--- config.mk ---
export PLATFORM = sky130hd
export DESIGN_NAME = msk_write_lanes
export DESIGN_NICKNAME = d
export VERILOG_FILES = /design/src/msk_pkg.sv /design/src/msk_write_lanes.sv /design/src/msk_lane.sv
export SDC_FILE = /design/constraint.sdc
export NUM_CORES = 1
export LEC_CHECK = 0
export BUFFER_PORTS_ARGS = -buffer_cell sky130_fd_sc_hd__buf_2
export CAP_MARGIN = 20
export CORE_ASPECT_RATIO = 1.2
export CORE_MARGIN = 2
export CORE_UTILIZATION = 55
export DETAILED_ROUTE_END_ITERATION = 8
export MAX_ROUTING_LAYER = met4
export PLACE_DENSITY = 0.9
export SYNTH_ARGS = -nofsm -noshare
export SYNTH_HDL_FRONTEND = slang
export SYNTH_SLANG_ARGS = --single-unit
--- constraint.sdc ---
create_clock -name clk -period 4.5 [get_ports clk]
set_clock_uncertainty 0.15 [all_clocks]
set_input_delay 0.45 -clock clk [delete_from_list [all_inputs] [get_ports clk]]
set_output_delay 0.45 -clock clk [all_outputs]
set_load 0.01 [all_outputs]
--- src/msk_pkg.sv ---
// msk_pkg: constants and enumerations for the write-mask and parity lane block
// assumes: nothing beyond a SystemVerilog-2012 compiler
package msk_pkg;

  localparam int unsigned GROUPS    = 4;   // strobe groups at the widest mode
  localparam int unsigned BYTE_W    = 8;   // data bits per group
  localparam int unsigned LANE_W    = 9;   // data plus optional parity lane
  localparam int unsigned PARPOS_W  = 4;   // width of a parity position field
  localparam int unsigned DATA_W    = GROUPS * BYTE_W;
  localparam int unsigned PIN_W     = GROUPS * LANE_W;

  localparam logic [3:0]  PARPOS_TOP     = 4'h8;   // highest legal parity position
  localparam logic        PARITY_ODD     = 1'b0;   // parity sense: 0 even, 1 odd
  localparam logic [3:0]  MASK_ALL       = 4'hF;   // every byte masked
  localparam logic [8:0]  OE_DATA_ONLY   = 9'h0FF;
  localparam logic [8:0]  OE_WITH_PARITY = 9'h1FF;
  localparam logic [8:0]  OE_NONE        = 9'h000;

  localparam int unsigned CLK_PERIOD_NS  = 8;      // core clock, 125 MHz

  typedef enum logic [1:0] {
    MSK_MEM_DDR  = 2'h0,
    MSK_MEM_DDR2 = 2'h1,
    MSK_MEM_QDR2 = 2'h3
  } msk_mem_t;

  typedef enum logic [2:0] {
    MSK_W8  = 3'h0,
    MSK_W9  = 3'h1,
    MSK_W16 = 3'h3,
    MSK_W18 = 3'h2,
    MSK_W32 = 3'h6,
    MSK_W36 = 3'h7
  } msk_width_t;

endpackage

--- src/msk_write_lanes.sv ---
// msk_write_lanes: write data, parity and byte-mask launch toward external memory
// assumes: shiftClk is the -90 degree write clock, slower than clk, sampled here;
// assumes: memType, widthMode and parPos are static while writes run
//
// Notes on behaviour
// - In x9, x18 and x36 modes one parity bit is sent with every eight data bits.
// - The parity bit may sit on any pin of its group and is launched like data.
// - Data-mask outputs act for writes to every memory type other than QDR II, including the unlisted code 2.
// - With QDR II memory the byte-write-select outputs pick the written bytes.
// - A low mask or byte-select output marks its byte as valid to write.
// - A high mask or byte-select output makes the memory ignore that byte.
// - Each strobe group has exactly one mask output.
// - Masks are launched on the same shifted clock edge as the write data.
// - Wide parity modes reuse the pins of x8, x16 and x32 and add 1, 2 or 4 lanes.
`timescale 1ns/100ps
module msk_write_lanes (
  input  wire logic                         clk,
  input  wire logic                         rst_n,
  input  wire logic                         shiftClk,
  input  wire logic [1:0]                   memType,
  input  wire logic [2:0]                   widthMode,
  input  wire logic [15:0]                  parPos,
  input  wire logic                         wrValid,
  input  wire logic [msk_pkg::DATA_W-1:0]   wrData,
  input  wire logic [msk_pkg::GROUPS-1:0]   wrByteEn,
  output logic                              wrReady,
  output logic      [msk_pkg::PIN_W-1:0]    dqOut,
  output logic      [msk_pkg::PIN_W-1:0]    dqOe,
  output logic      [msk_pkg::GROUPS-1:0]   dmOut,
  output logic      [msk_pkg::GROUPS-1:0]   bwsN
);

  logic                        shiftSync1;
  logic                        shiftSync2;
  logic                        shiftSync3;
  logic                        launch;
  logic                        take;
  logic                        isQdr;
  logic                        parityOn;
  logic [msk_pkg::GROUPS-1:0]  groupOn;

  // shifted write clock crosses into clk, its rising edge is the launch strobe
  // all ones in reset: a clock already high at release is no edge
  always_ff @(posedge clk) begin
    if (!rst_n) begin
      shiftSync1 <= 1'b1;
      shiftSync2 <= 1'b1;
      shiftSync3 <= 1'b1;
    end else begin
      shiftSync1 <= shiftClk;
      shiftSync2 <= shiftSync1;
      shiftSync3 <= shiftSync2;
    end
  end

  always_ff @(posedge clk) begin
    if (!rst_n) begin
      wrReady <= 1'b0;
    end else begin
      wrReady <= shiftSync2 && !shiftSync3;
    end
  end

  assign launch = wrReady;
  assign take   = wrReady && wrValid;

  // mode decode
  always_comb begin
    isQdr    = (memType == msk_pkg::MSK_MEM_QDR2);
    parityOn = 1'b0;
    groupOn  = 4'h0;
    unique case (msk_pkg::msk_width_t'(widthMode))
      msk_pkg::MSK_W8: begin
        groupOn = 4'h1;
      end
      msk_pkg::MSK_W9: begin
        groupOn  = 4'h1;
        parityOn = 1'b1;
      end
      msk_pkg::MSK_W16: begin
        groupOn = 4'h3;
      end
      msk_pkg::MSK_W18: begin
        groupOn  = 4'h3;
        parityOn = 1'b1;
      end
      msk_pkg::MSK_W32: begin
        groupOn = 4'hF;
      end
      msk_pkg::MSK_W36: begin
        groupOn  = 4'hF;
        parityOn = 1'b1;
      end
      default: begin
        groupOn = 4'h0;
      end
    endcase
  end

  // one lane block, hence one mask, per strobe group
  genvar g;
  generate
    for (g = 0; g < msk_pkg::GROUPS; g = g + 1) begin : gLane
      logic [3:0] posRaw;
      logic [3:0] pos;
      assign posRaw = parPos[4*g +: 4];
      assign pos    = (posRaw > msk_pkg::PARPOS_TOP) ? msk_pkg::PARPOS_TOP : posRaw;
      msk_lane uLane (
        .clk      (clk),
        .rst_n    (rst_n),
        .launch   (launch),
        .take     (take && groupOn[g]),
        .parityOn (parityOn),
        .isQdr    (isQdr),
        .parPos   (pos),
        .data     (wrData[8*g +: 8]),
        .byteEn   (wrByteEn[g]),
        .dq       (dqOut[9*g +: 9]),
        .dqOe     (dqOe[9*g +: 9]),
        .dm       (dmOut[g]),
        .bwsN     (bwsN[g])
      );
    end
  endgenerate

  // checks

  AST_PARITY_EVEN: assert property (
    @(posedge clk) disable iff (!rst_n)
    (take && parityOn && groupOn[0])
      |=> ((^dqOut[8:0]) == msk_pkg::PARITY_ODD) && (dqOe[8:0] == 9'h1FF))
    else $error("group 0 parity bit wrong or not driven");

  AST_PARITY_ANY_PIN: assert property (
    @(posedge clk) disable iff (!rst_n)
    (take && parityOn && parPos[3:0] == 4'h0)
      |=> dqOut[0] == ((^$past(wrData[7:0])) ^ msk_pkg::PARITY_ODD)
          && dqOut[8:1] == $past(wrData[7:0]))
    else $error("parity on pin 0 not placed as a data lane");

  AST_DM_QDR_HIGH: assert property (
    @(posedge clk) disable iff (!rst_n)
    (launch && isQdr) |=> dmOut == 4'hF)
    else $error("data mask driven low for QDR memory");

  AST_BWS_BYTE: assert property (
    @(posedge clk) disable iff (!rst_n)
    (take && isQdr && groupOn[0]) |=> bwsN[0] == !$past(wrByteEn[0]) && dmOut[0])
    else $error("byte write select does not follow byte enable");

  AST_DM_LOW_WRITES: assert property (
    @(posedge clk) disable iff (!rst_n)
    (take && !isQdr && wrByteEn[0] && groupOn[0]) |=> !dmOut[0] && bwsN[0])
    else $error("enabled DDR byte not marked valid");

  AST_DM_HIGH_MASKS: assert property (
    @(posedge clk) disable iff (!rst_n)
    (take && !wrByteEn[0]) |=> dmOut[0] && bwsN[0])
    else $error("disabled byte not masked");

  AST_ONE_MASK_PER_GROUP: assert property (
    @(posedge clk) disable iff (!rst_n)
    (take && groupOn == 4'h1) |=> dmOut[3:1] == 3'h7 && dqOe[35:9] == 27'h0)
    else $error("unused strobe group mask or data active");

  AST_LAUNCH_ALIGNED: assert property (
    @(posedge clk) disable iff (!rst_n)
    !launch |=> $stable(dmOut) && $stable(dqOut) && $stable(bwsN))
    else $error("mask or data moved without a shifted clock edge");

  AST_LANE_REUSE: assert property (
    @(posedge clk) disable iff (!rst_n)
    (take && groupOn[0] && parPos[3:0] == 4'h8)
      |=> dqOut[7:0] == $past(wrData[7:0]))
    else $error("data pins differ from narrow-mode positions");

  AST_IDLE_MASKED: assert property (
    @(posedge clk) disable iff (!rst_n)
    (launch && !wrValid) |=> dmOut == 4'hF && bwsN == 4'hF && dqOe == 36'h0)
    else $error("mask not held high outside a write beat");

  AST_READY_PULSE: assert property (
    @(posedge clk) disable iff (!rst_n)
    wrReady |=> !wrReady)
    else $error("launch strobe longer than one cycle");

  AST_RESET_OUTPUTS: assert property (
    @(posedge clk)
    !rst_n |=> !wrReady && dqOut == 36'h0 && dqOe == 36'h0
               && dmOut == 4'hF && bwsN == 4'hF)
    else $error("outputs not idle after reset");

  AST_PARITY_ALL_GROUPS: assert property (
    @(posedge clk) disable iff (!rst_n)
    (take && parityOn && groupOn == 4'hF)
      |=> ((^dqOut[17:9]) == msk_pkg::PARITY_ODD)
          && ((^dqOut[26:18]) == msk_pkg::PARITY_ODD)
          && ((^dqOut[35:27]) == msk_pkg::PARITY_ODD) && (dqOe == 36'hF_FFFF_FFFF))
    else $error("upper group parity bit wrong or not driven");

  AST_UPPER_GROUPS_QUIET: assert property (
    @(posedge clk) disable iff (!rst_n)
    (launch && groupOn == 4'h3)
      |=> dqOe[35:18] == 18'h0 && dmOut[3:2] == 2'h3 && bwsN[3:2] == 2'h3)
    else $error("groups beyond the sixteen-bit mode active");

  AST_BWS_DDR_HIGH: assert property (
    @(posedge clk) disable iff (!rst_n)
    (launch && !isQdr) |=> bwsN == 4'hF)
    else $error("byte write select driven low for SDRAM");

  AST_MASK_WITH_BEAT: assert property (
    @(posedge clk) disable iff (!rst_n)
    (take && groupOn[0])
      |=> dqOe[0] && dmOut[0] == ($past(isQdr) || !$past(wrByteEn[0])))
    else $error("group 0 mask not aligned with its data beat");

  COV_X36_PARITY: cover property (
    @(posedge clk) disable iff (!rst_n) take && parityOn && groupOn == 4'hF);
  COV_QDR_WRITE: cover property (
    @(posedge clk) disable iff (!rst_n) take && isQdr);
  COV_IDLE_LAUNCH: cover property (
    @(posedge clk) disable iff (!rst_n) launch && !wrValid);
  COV_PARITY_PIN0: cover property (
    @(posedge clk) disable iff (!rst_n) take && parityOn && parPos[3:0] == 4'h0);

endmodule

--- src/msk_lane.sv ---
// msk_lane: one strobe group, eight data lanes, one spare lane and one mask
// assumes: launch is a one-cycle pulse on clk; take implies launch
`timescale 1ns/100ps
module msk_lane (
  input  wire logic       clk,
  input  wire logic       rst_n,
  input  wire logic       launch,
  input  wire logic       take,
  input  wire logic       parityOn,
  input  wire logic       isQdr,
  input  wire logic [3:0] parPos,
  input  wire logic [7:0] data,
  input  wire logic       byteEn,
  output logic      [8:0] dq,
  output logic      [8:0] dqOe,
  output logic            dm,
  output logic            bwsN
);

  logic       parityBit;
  logic [8:0] dataExt;
  logic [8:0] lowMask;
  logic [8:0] parMask;
  logic [8:0] next_dq;

  // parity lane sits at parPos, data above it shifts up one pin
  always_comb begin
    parityBit = (^data) ^ msk_pkg::PARITY_ODD;
    dataExt   = {1'b0, data};
    parMask   = 9'h001 << parPos;
    lowMask   = parMask - 9'h001;
    if (parityOn) begin
      next_dq = (dataExt & lowMask) | (parityBit ? parMask : 9'h000)
              | ((dataExt << 1) & ~(lowMask | parMask));
    end else begin
      next_dq = dataExt;
    end
  end

  always_ff @(posedge clk) begin
    if (!rst_n) begin
      dq <= 9'h000;
    end else if (take) begin
      dq <= next_dq;
    end
  end

  always_ff @(posedge clk) begin
    if (!rst_n) begin
      dqOe <= msk_pkg::OE_NONE;
    end else if (take) begin
      dqOe <= parityOn ? msk_pkg::OE_WITH_PARITY : msk_pkg::OE_DATA_ONLY;
    end else if (launch) begin
      dqOe <= msk_pkg::OE_NONE;
    end
  end

  // low writes the byte, high masks it; each output only for its own memory type
  always_ff @(posedge clk) begin
    if (!rst_n) begin
      dm   <= 1'b1;
      bwsN <= 1'b1;
    end else if (launch) begin
      dm   <= !(take && !isQdr && byteEn);
      bwsN <= !(take && isQdr && byteEn);
    end
  end

endmodule

Yosys cells after proc, flatten, opt, wreduce, memory -nomap -nowiden
Cells that the tools add are included.
W data, S select, Z words.
{"block": "word_totals", "reg_bits": 84, "elab_cells": 127, "out_inout_bits": 81, "input_bits": 61}
{"block": "op_classes", "n_eq_ne": 6, "n_lt_le_gt_ge": 4, "bitwise": 24, "n_reduce_logical": 45, "muxes": 20, "n_addsub": 4, "n_shift": 4}
{"operator": "$mux W9", "count": 14}
{"operator": "$or A9 B9 Y9", "count": 12}
{"operator": "$and A8 B9 Y9", "count": 4}
{"operator": "$and A9 B9 Y9", "count": 4}
{"operator": "$not A9 Y9", "count": 4}
{"operator": "$shl A1 B4 Y9 const A", "count": 4}
{"operator": "$sub A9 B1 Y9 const B", "count": 4}
{"operator": "$reduce_xor A8 Y1", "count": 4}
{"operator": "$logic_and A1 B1 Y1", "count": 22}
{"operator": "$gt A4 B4 Y1 const B", "count": 4}
{"operator": "$mux W4", "count": 4}
{"operator": "$pmux W4 S3", "count": 1}
{"operator": "$logic_not A1 Y1", "count": 10}
{"operator": "$reduce_bool A2 Y1", "count": 4}
{"operator": "$eq A3 B2 Y1 const B", "count": 2}
{"operator": "$eq A3 B3 Y1 const B", "count": 2}
{"operator": "$reduce_or A2 Y1", "count": 3}
{"operator": "$eq A3 B1 Y1 const B", "count": 1}
{"operator": "$logic_not A3 Y1", "count": 1}
{"operator": "$reduce_or A3 Y1", "count": 1}
{"operator": "$eq A2 B2 Y1 const B", "count": 1}
{"operator": "$mux W1", "count": 1}

Longest topological paths before layout
{"block": "depth", "ltp_word": 9, "ltp_mapped": 9, "mapped_depth_nobuf": 9}

By module
Synthesis repeated with hierarchy kept, for this count alone.
{"block": "unflattened", "cells_unflattened": 521, "area_unflattened_um2": 3986.3}
{"module": "msk_lane", "area_per_inst_um2": 934.6, "cells_each": 122, "seq_area_each_um2": 260.2, "instances": 4}
{"module": "msk_write_lanes", "area_per_inst_um2": 247.7, "cells_each": 33, "seq_area_each_um2": 80.1, "instances": 1}

Least setup slack after synthesis
No wires, ideal clock.
{"block": "synth_timing", "kind": "input to register", "from": "in parPos[3]", "to": "reg gLane[0].uLane.dq[6]", "setup_slack_ps": 2250, "cell_stages": 9, "required_ps": 4226, "t_arrival_ps": 1976, "path_buffers": 1, "setup_ps": 124, "cell_sequence": "clkbuf_1 > nor2_1 > nand2_1 > ha_1 > o21ai_0 > ha_1 > o211a_1 > a31oi_1 > a31oi_1"}
{"block": "synth_via", "elab_chain_len": 9, "elab_cells_between_ends": 12, "classes_between": "1 x add/sub; 1 x order compare; 1 x shift; 3 x mux; 6 x bitwise"}
{"element": "start, declared", "line_no": "msk_write_lanes.sv:22", "text": "input wire logic [15:0] parPos,"}
{"element": "$gt A4 B4 Y1", "line_no": "msk_write_lanes.sv:107", "text": "assign pos = (posRaw > msk_pkg::PARPOS_TOP) ? msk_pkg::PARPOS_TOP : posRaw;"}
{"element": "$mux W4 (*)", "line_no": "msk_write_lanes.sv:107"}
{"element": "$shl A1 B4 Y9 (*)", "line_no": "msk_lane.sv:30", "text": "parMask = 9'h001 << parPos;"}
{"element": "$sub A9 B1 Y9", "line_no": "msk_lane.sv:31", "text": "lowMask = parMask - 9'h001;"}
{"element": "$or A9 B9 Y9", "line_no": "msk_lane.sv:34", "text": "| ((dataExt << 1) & ~(lowMask | parMask));"}
{"element": "$not A9 Y9", "line_no": "msk_lane.sv:34"}
{"element": "$and A9 B9 Y9", "line_no": "msk_lane.sv:34"}
{"element": "$or A9 B9 Y9 (*)", "line_no": "msk_lane.sv:34"}
{"element": "$mux W9 (*)", "line_no": "msk_lane.sv:32", "text": "if (parityOn) begin"}
{"element": "end signal, assigned", "line_no": "msk_lane.sv:44", "text": "dq <= next_dq;"}
{"element": "end, declared", "line_no": "msk_lane.sv:14", "text": "output logic [8:0] dq,"}
Every way passes the cells marked *; elsewhere a longest branch is shown, timed or not.
A chain may end at the register's enable or synchronous reset.

Worst setup path in the final report
{"block": "layout_timing", "from": "reg wrReady", "to": "reg gLane[2].uLane.dq[7]"}
{"block": "layout_via", "elab_chain_len": 2}
{"element": "start, declared", "line_no": "msk_write_lanes.sv:26", "text": "output logic wrReady,"}
{"element": "start signal, assigned", "line_no": "msk_write_lanes.sv:60", "text": "wrReady <= shiftSync2 && !shiftSync3;"}
{"element": "$logic_and A1 B1 Y1", "line_no": "msk_write_lanes.sv:65", "text": "assign take = wrReady && wrValid;"}
{"element": "$logic_and A1 B1 Y1", "line_no": "msk_write_lanes.sv:112", "text": ".take (take && groupOn[g]),"}
{"element": "end signal, assigned", "line_no": "msk_lane.sv:44"}
{"element": "end, declared", "line_no": "msk_lane.sv:14"}
Every way passes these cells.

==> impl_metrics.ini <==
[place]
worst_slack_placed_ps = 1810
dp_hpwl_mm = 7.83
placedInstanceArea_sq_um = 4250
placedCellCount = 657
port-buffer-count = 141
gpl.final_weighted_congestion = 1.00

[synth]
ys_ff_latch = 54
netlist_instances = 495
synth.top_cells.by_count = nand2_1 (56), dfxtp_1 (54), buf_4 (38)
synth_most_common_cell = nand2_1
ys_types = 56
synth_top_cell_by_area = dfxtp_1
synth-edff-count = 0
yosys_warnings = 0
top_area_cell_type_share_of_the_netlist_area_pct = 27.5
synth_area_sq_um = 3930
average_cell_area_after_synthesis_sq_um = 7.93
yosysSeqAreaShare_pct = 27.5
synth-main-ff-cell = dfxtp_1
asyncSetResetFlopFracSynth_pct = 0
synthesis.nets = 576
synthTopCellsByArea = dfxtp_1 (28%), buf_4 (7.3%), xnor2_1 (6.5%), ha_1 (6.4%), nand2_1 (5.4%)

[setup_path]
critical_path.top_delay_family = simple AND/OR/NAND/NOR gates
cp_num_buf_inv = 0
timing.setup.critical_path_class = reg -> reg
cp_slowest_cell = and2_1
critPathMaxFanout = 25
cp_num_cells = 4
cp.arrival_ps = 2840
worstPathRequired_ps = 4570
depth_of_the_most_critical_reg_to_reg_path = 4
crit_path_max_incr_delay_ps = 830
crit_path_start_kind = register
crit_path_end_kind = register
crit_path_end = gLane[2].uLane.dq[7]$_SDFFE_PN0P_
timing.reg2reg.setup_slack_ps = 1730
reg2reg_from = wrReady$_SDFF_PN0_
critPathLaunch = wrReady$_SDFF_PN0_
timing.critical_path.cells = and3_1, and2_1, nand2_1, o31a_1
r2r-end = gLane[2].uLane.dq[7]$_SDFFE_PN0P_

[floorplanning]
die_height_um = 96.5
initial_core_util_pct = 57.3
num_rows = 33
die_w_um = 81.1
core-area_sq_um = 6850
die-area_sq_um = 7830
boundaryPins = 142

[clock_tree]
worst_setup_hold_path_clk_slew_ps = 100
clk_lat_worst_skew_ps = 310
post_cts_hold_buffer_count = 0
postCtsResizedCells = 0
number_of_buffers_inserted_during_clock_tree_synthesis = 5
cts_tree = yes
cts_num_sinks = 54
post-cts-setup-buffers = 0
cts_htree_levels = 2
clk_root_buffer_cell = clkbuf_8
max_clock_buf_depth = 2

[sta]
timing.final.hold_violations = 0
layout_setup_ws_ps = 1730
finalHoldWorstSlack_ps = 185
setup_viol_count_final = 0
layout_min_cycle_time_ps = 2770
timing_max_transition_violations_final = 0
grt_setup_unrepaired = no
ratio_of_final_minimum_period_to_clock_period_pct = 61.6
worst_pin_slew_ps = 958
slew_headroom_pct = 36.1
fmaxAchievable_mhz = 361
fin_tns_setup_ps = 0

[global_route]
grt_start_max_net_pins = 44
number_of_antenna_violations_at_the_first_check_in_global_routing = 0
number_of_global_route_vias_before_repair = 3680
grt.total_usage_pct = 27.6
grt_pass1_wl_mm = 16.7
grt-ovfl-total = 0

[run_status]
outcome = finished clean

[cells_and_area]
final_area_sq_um = 4350
nNetsFinal = 658
final_core_util_pct = 63.4
filler_cell_count = 624
num_antenna_cells = 0
syn2layout_area_growth_pct = 10.8
proportion_of_layout_cells_with_a_drive_suffix_above_1_pct = 27.9
final_instance_count_without_filler_cells = 665

[detailed_routing]
route.antenna.remaining_nets = 0
detail_route.wirelength_mm = 10.5
route.top_layer_used = met4
viasPerCell = 6.03
routed-via-count = 4012
routed-wl-met2_mm = 5.23
drt_first_pass_iters = 5
wl_met1_mm = 4.18
dr.first_iter.drc_count = 464
detail_route.wl_per_cell_um = 15.8
post_detailed_route_drc_marker_count = 0
met3RoutedLength_um = 821

[pwr]
leakagePower_nw = 1.91
power.density_nw_per_um2 = 234
totalPowerFinal_mw = 1.02
vdd.ir_drop.worst_mv = 0.162

[run]
cap_violations = 0

[hold_path]
timing.hold.worst.class = in -> reg
holdCritStartpoint = shiftClk
hold_path_depth = 2
[worst min-delay path by stage]
stage | endpoint | slack (ps)
3_5_place_dp | wrReady$_SDFF_PN0_ | 230
2_1_floorplan | wrReady$_SDFF_PN0_ | 220
5_1_grt | shiftSync1$_SDFF_PN1_ | 180
6_report | shiftSync1$_SDFF_PN1_ | 190
4_1_cts | shiftSync1$_SDFF_PN1_ | 180
3_3_place_gp | wrReady$_SDFF_PN0_ | 230
[layer usage]
metal / GRT usage, % / vias up
met5: - / -
met4: 11.4 / 0
met3: 3.72 / 25
met2: 49.6 / 217
met1: 30.5 / 1872
li1: - / 1898
[registers in the layout, summed over array words and instances (netlist names)]
signal	cells
gLane.uLane.bwsN	4
gLane.uLane.dm	4
gLane.uLane.dq	36
gLane.uLane.dqOe	6
shiftSync1	1
shiftSync2	1
shiftSync3	1
wrReady	1
[cells by family after synthesis]
kind of cell | after synthesis | share of synthesized area [%]
XOR/XNOR | 33 | 7.56
buffers and inverters | 82 | 14.2
multiplexers | 3 | 0.765
adder cells (fa/ha/maj) | 20 | 6.38
AND/OR/NAND/NOR | 166 | 20.7
AO/OA/AOI/OAI | 137 | 22.9
flip-flops | 54 | 27.5
[cell type report]
type / count / area (sq um) / share of cell area, %
repair buffers: 143 / 721 / 16.6
inverters: 14 / 52.6 / 1.21
flip-flops and latches: 54 / 1080 / 24.9
well taps: 87 / 109 / 2.50
multi-input cells: 359 / 2290 / 52.7
clock buffers: 6 / 82.6 / 1.90
clock inverters: 2 / 12.5 / 0.288
[placed cells by master (no fill, tap or decap), types with 4 or more instances in the layout]
| master | count |
|---|---|
| a21oi_1 | 27 |
| buf_2 | 141 |
| o211a_1 | 4 |
| dfxtp_1 | 54 |
| nor4_1 | 4 |
| nor2b_1 | 11 |
| nand3b_1 | 6 |
| nor2_1 | 27 |
| o21ai_0 | 32 |
| inv_1 | 13 |
| nand2_1 | 56 |
| xnor2_1 | 29 |
| a31oi_1 | 20 |
| o21a_1 | 6 |
| clkbuf_8 | 6 |
| nand2b_1 | 9 |
| a211oi_1 | 4 |
| ha_1 | 20 |
| nand3_1 | 25 |
| nor3_1 | 4 |
| nand4_1 | 7 |
| o22ai_1 | 8 |
| o211ai_1 | 7 |
| or3_1 | 6 |
[report_power, final]
group / internal (mW) / switching [mW] / total, mW
logic: 0.0871 / 0.160 / 0.247
clock network: 0.124 / 0.165 / 0.289
registers: 0.481 / 0.00222 / 0.483
(Power assumes the default switching activity.)
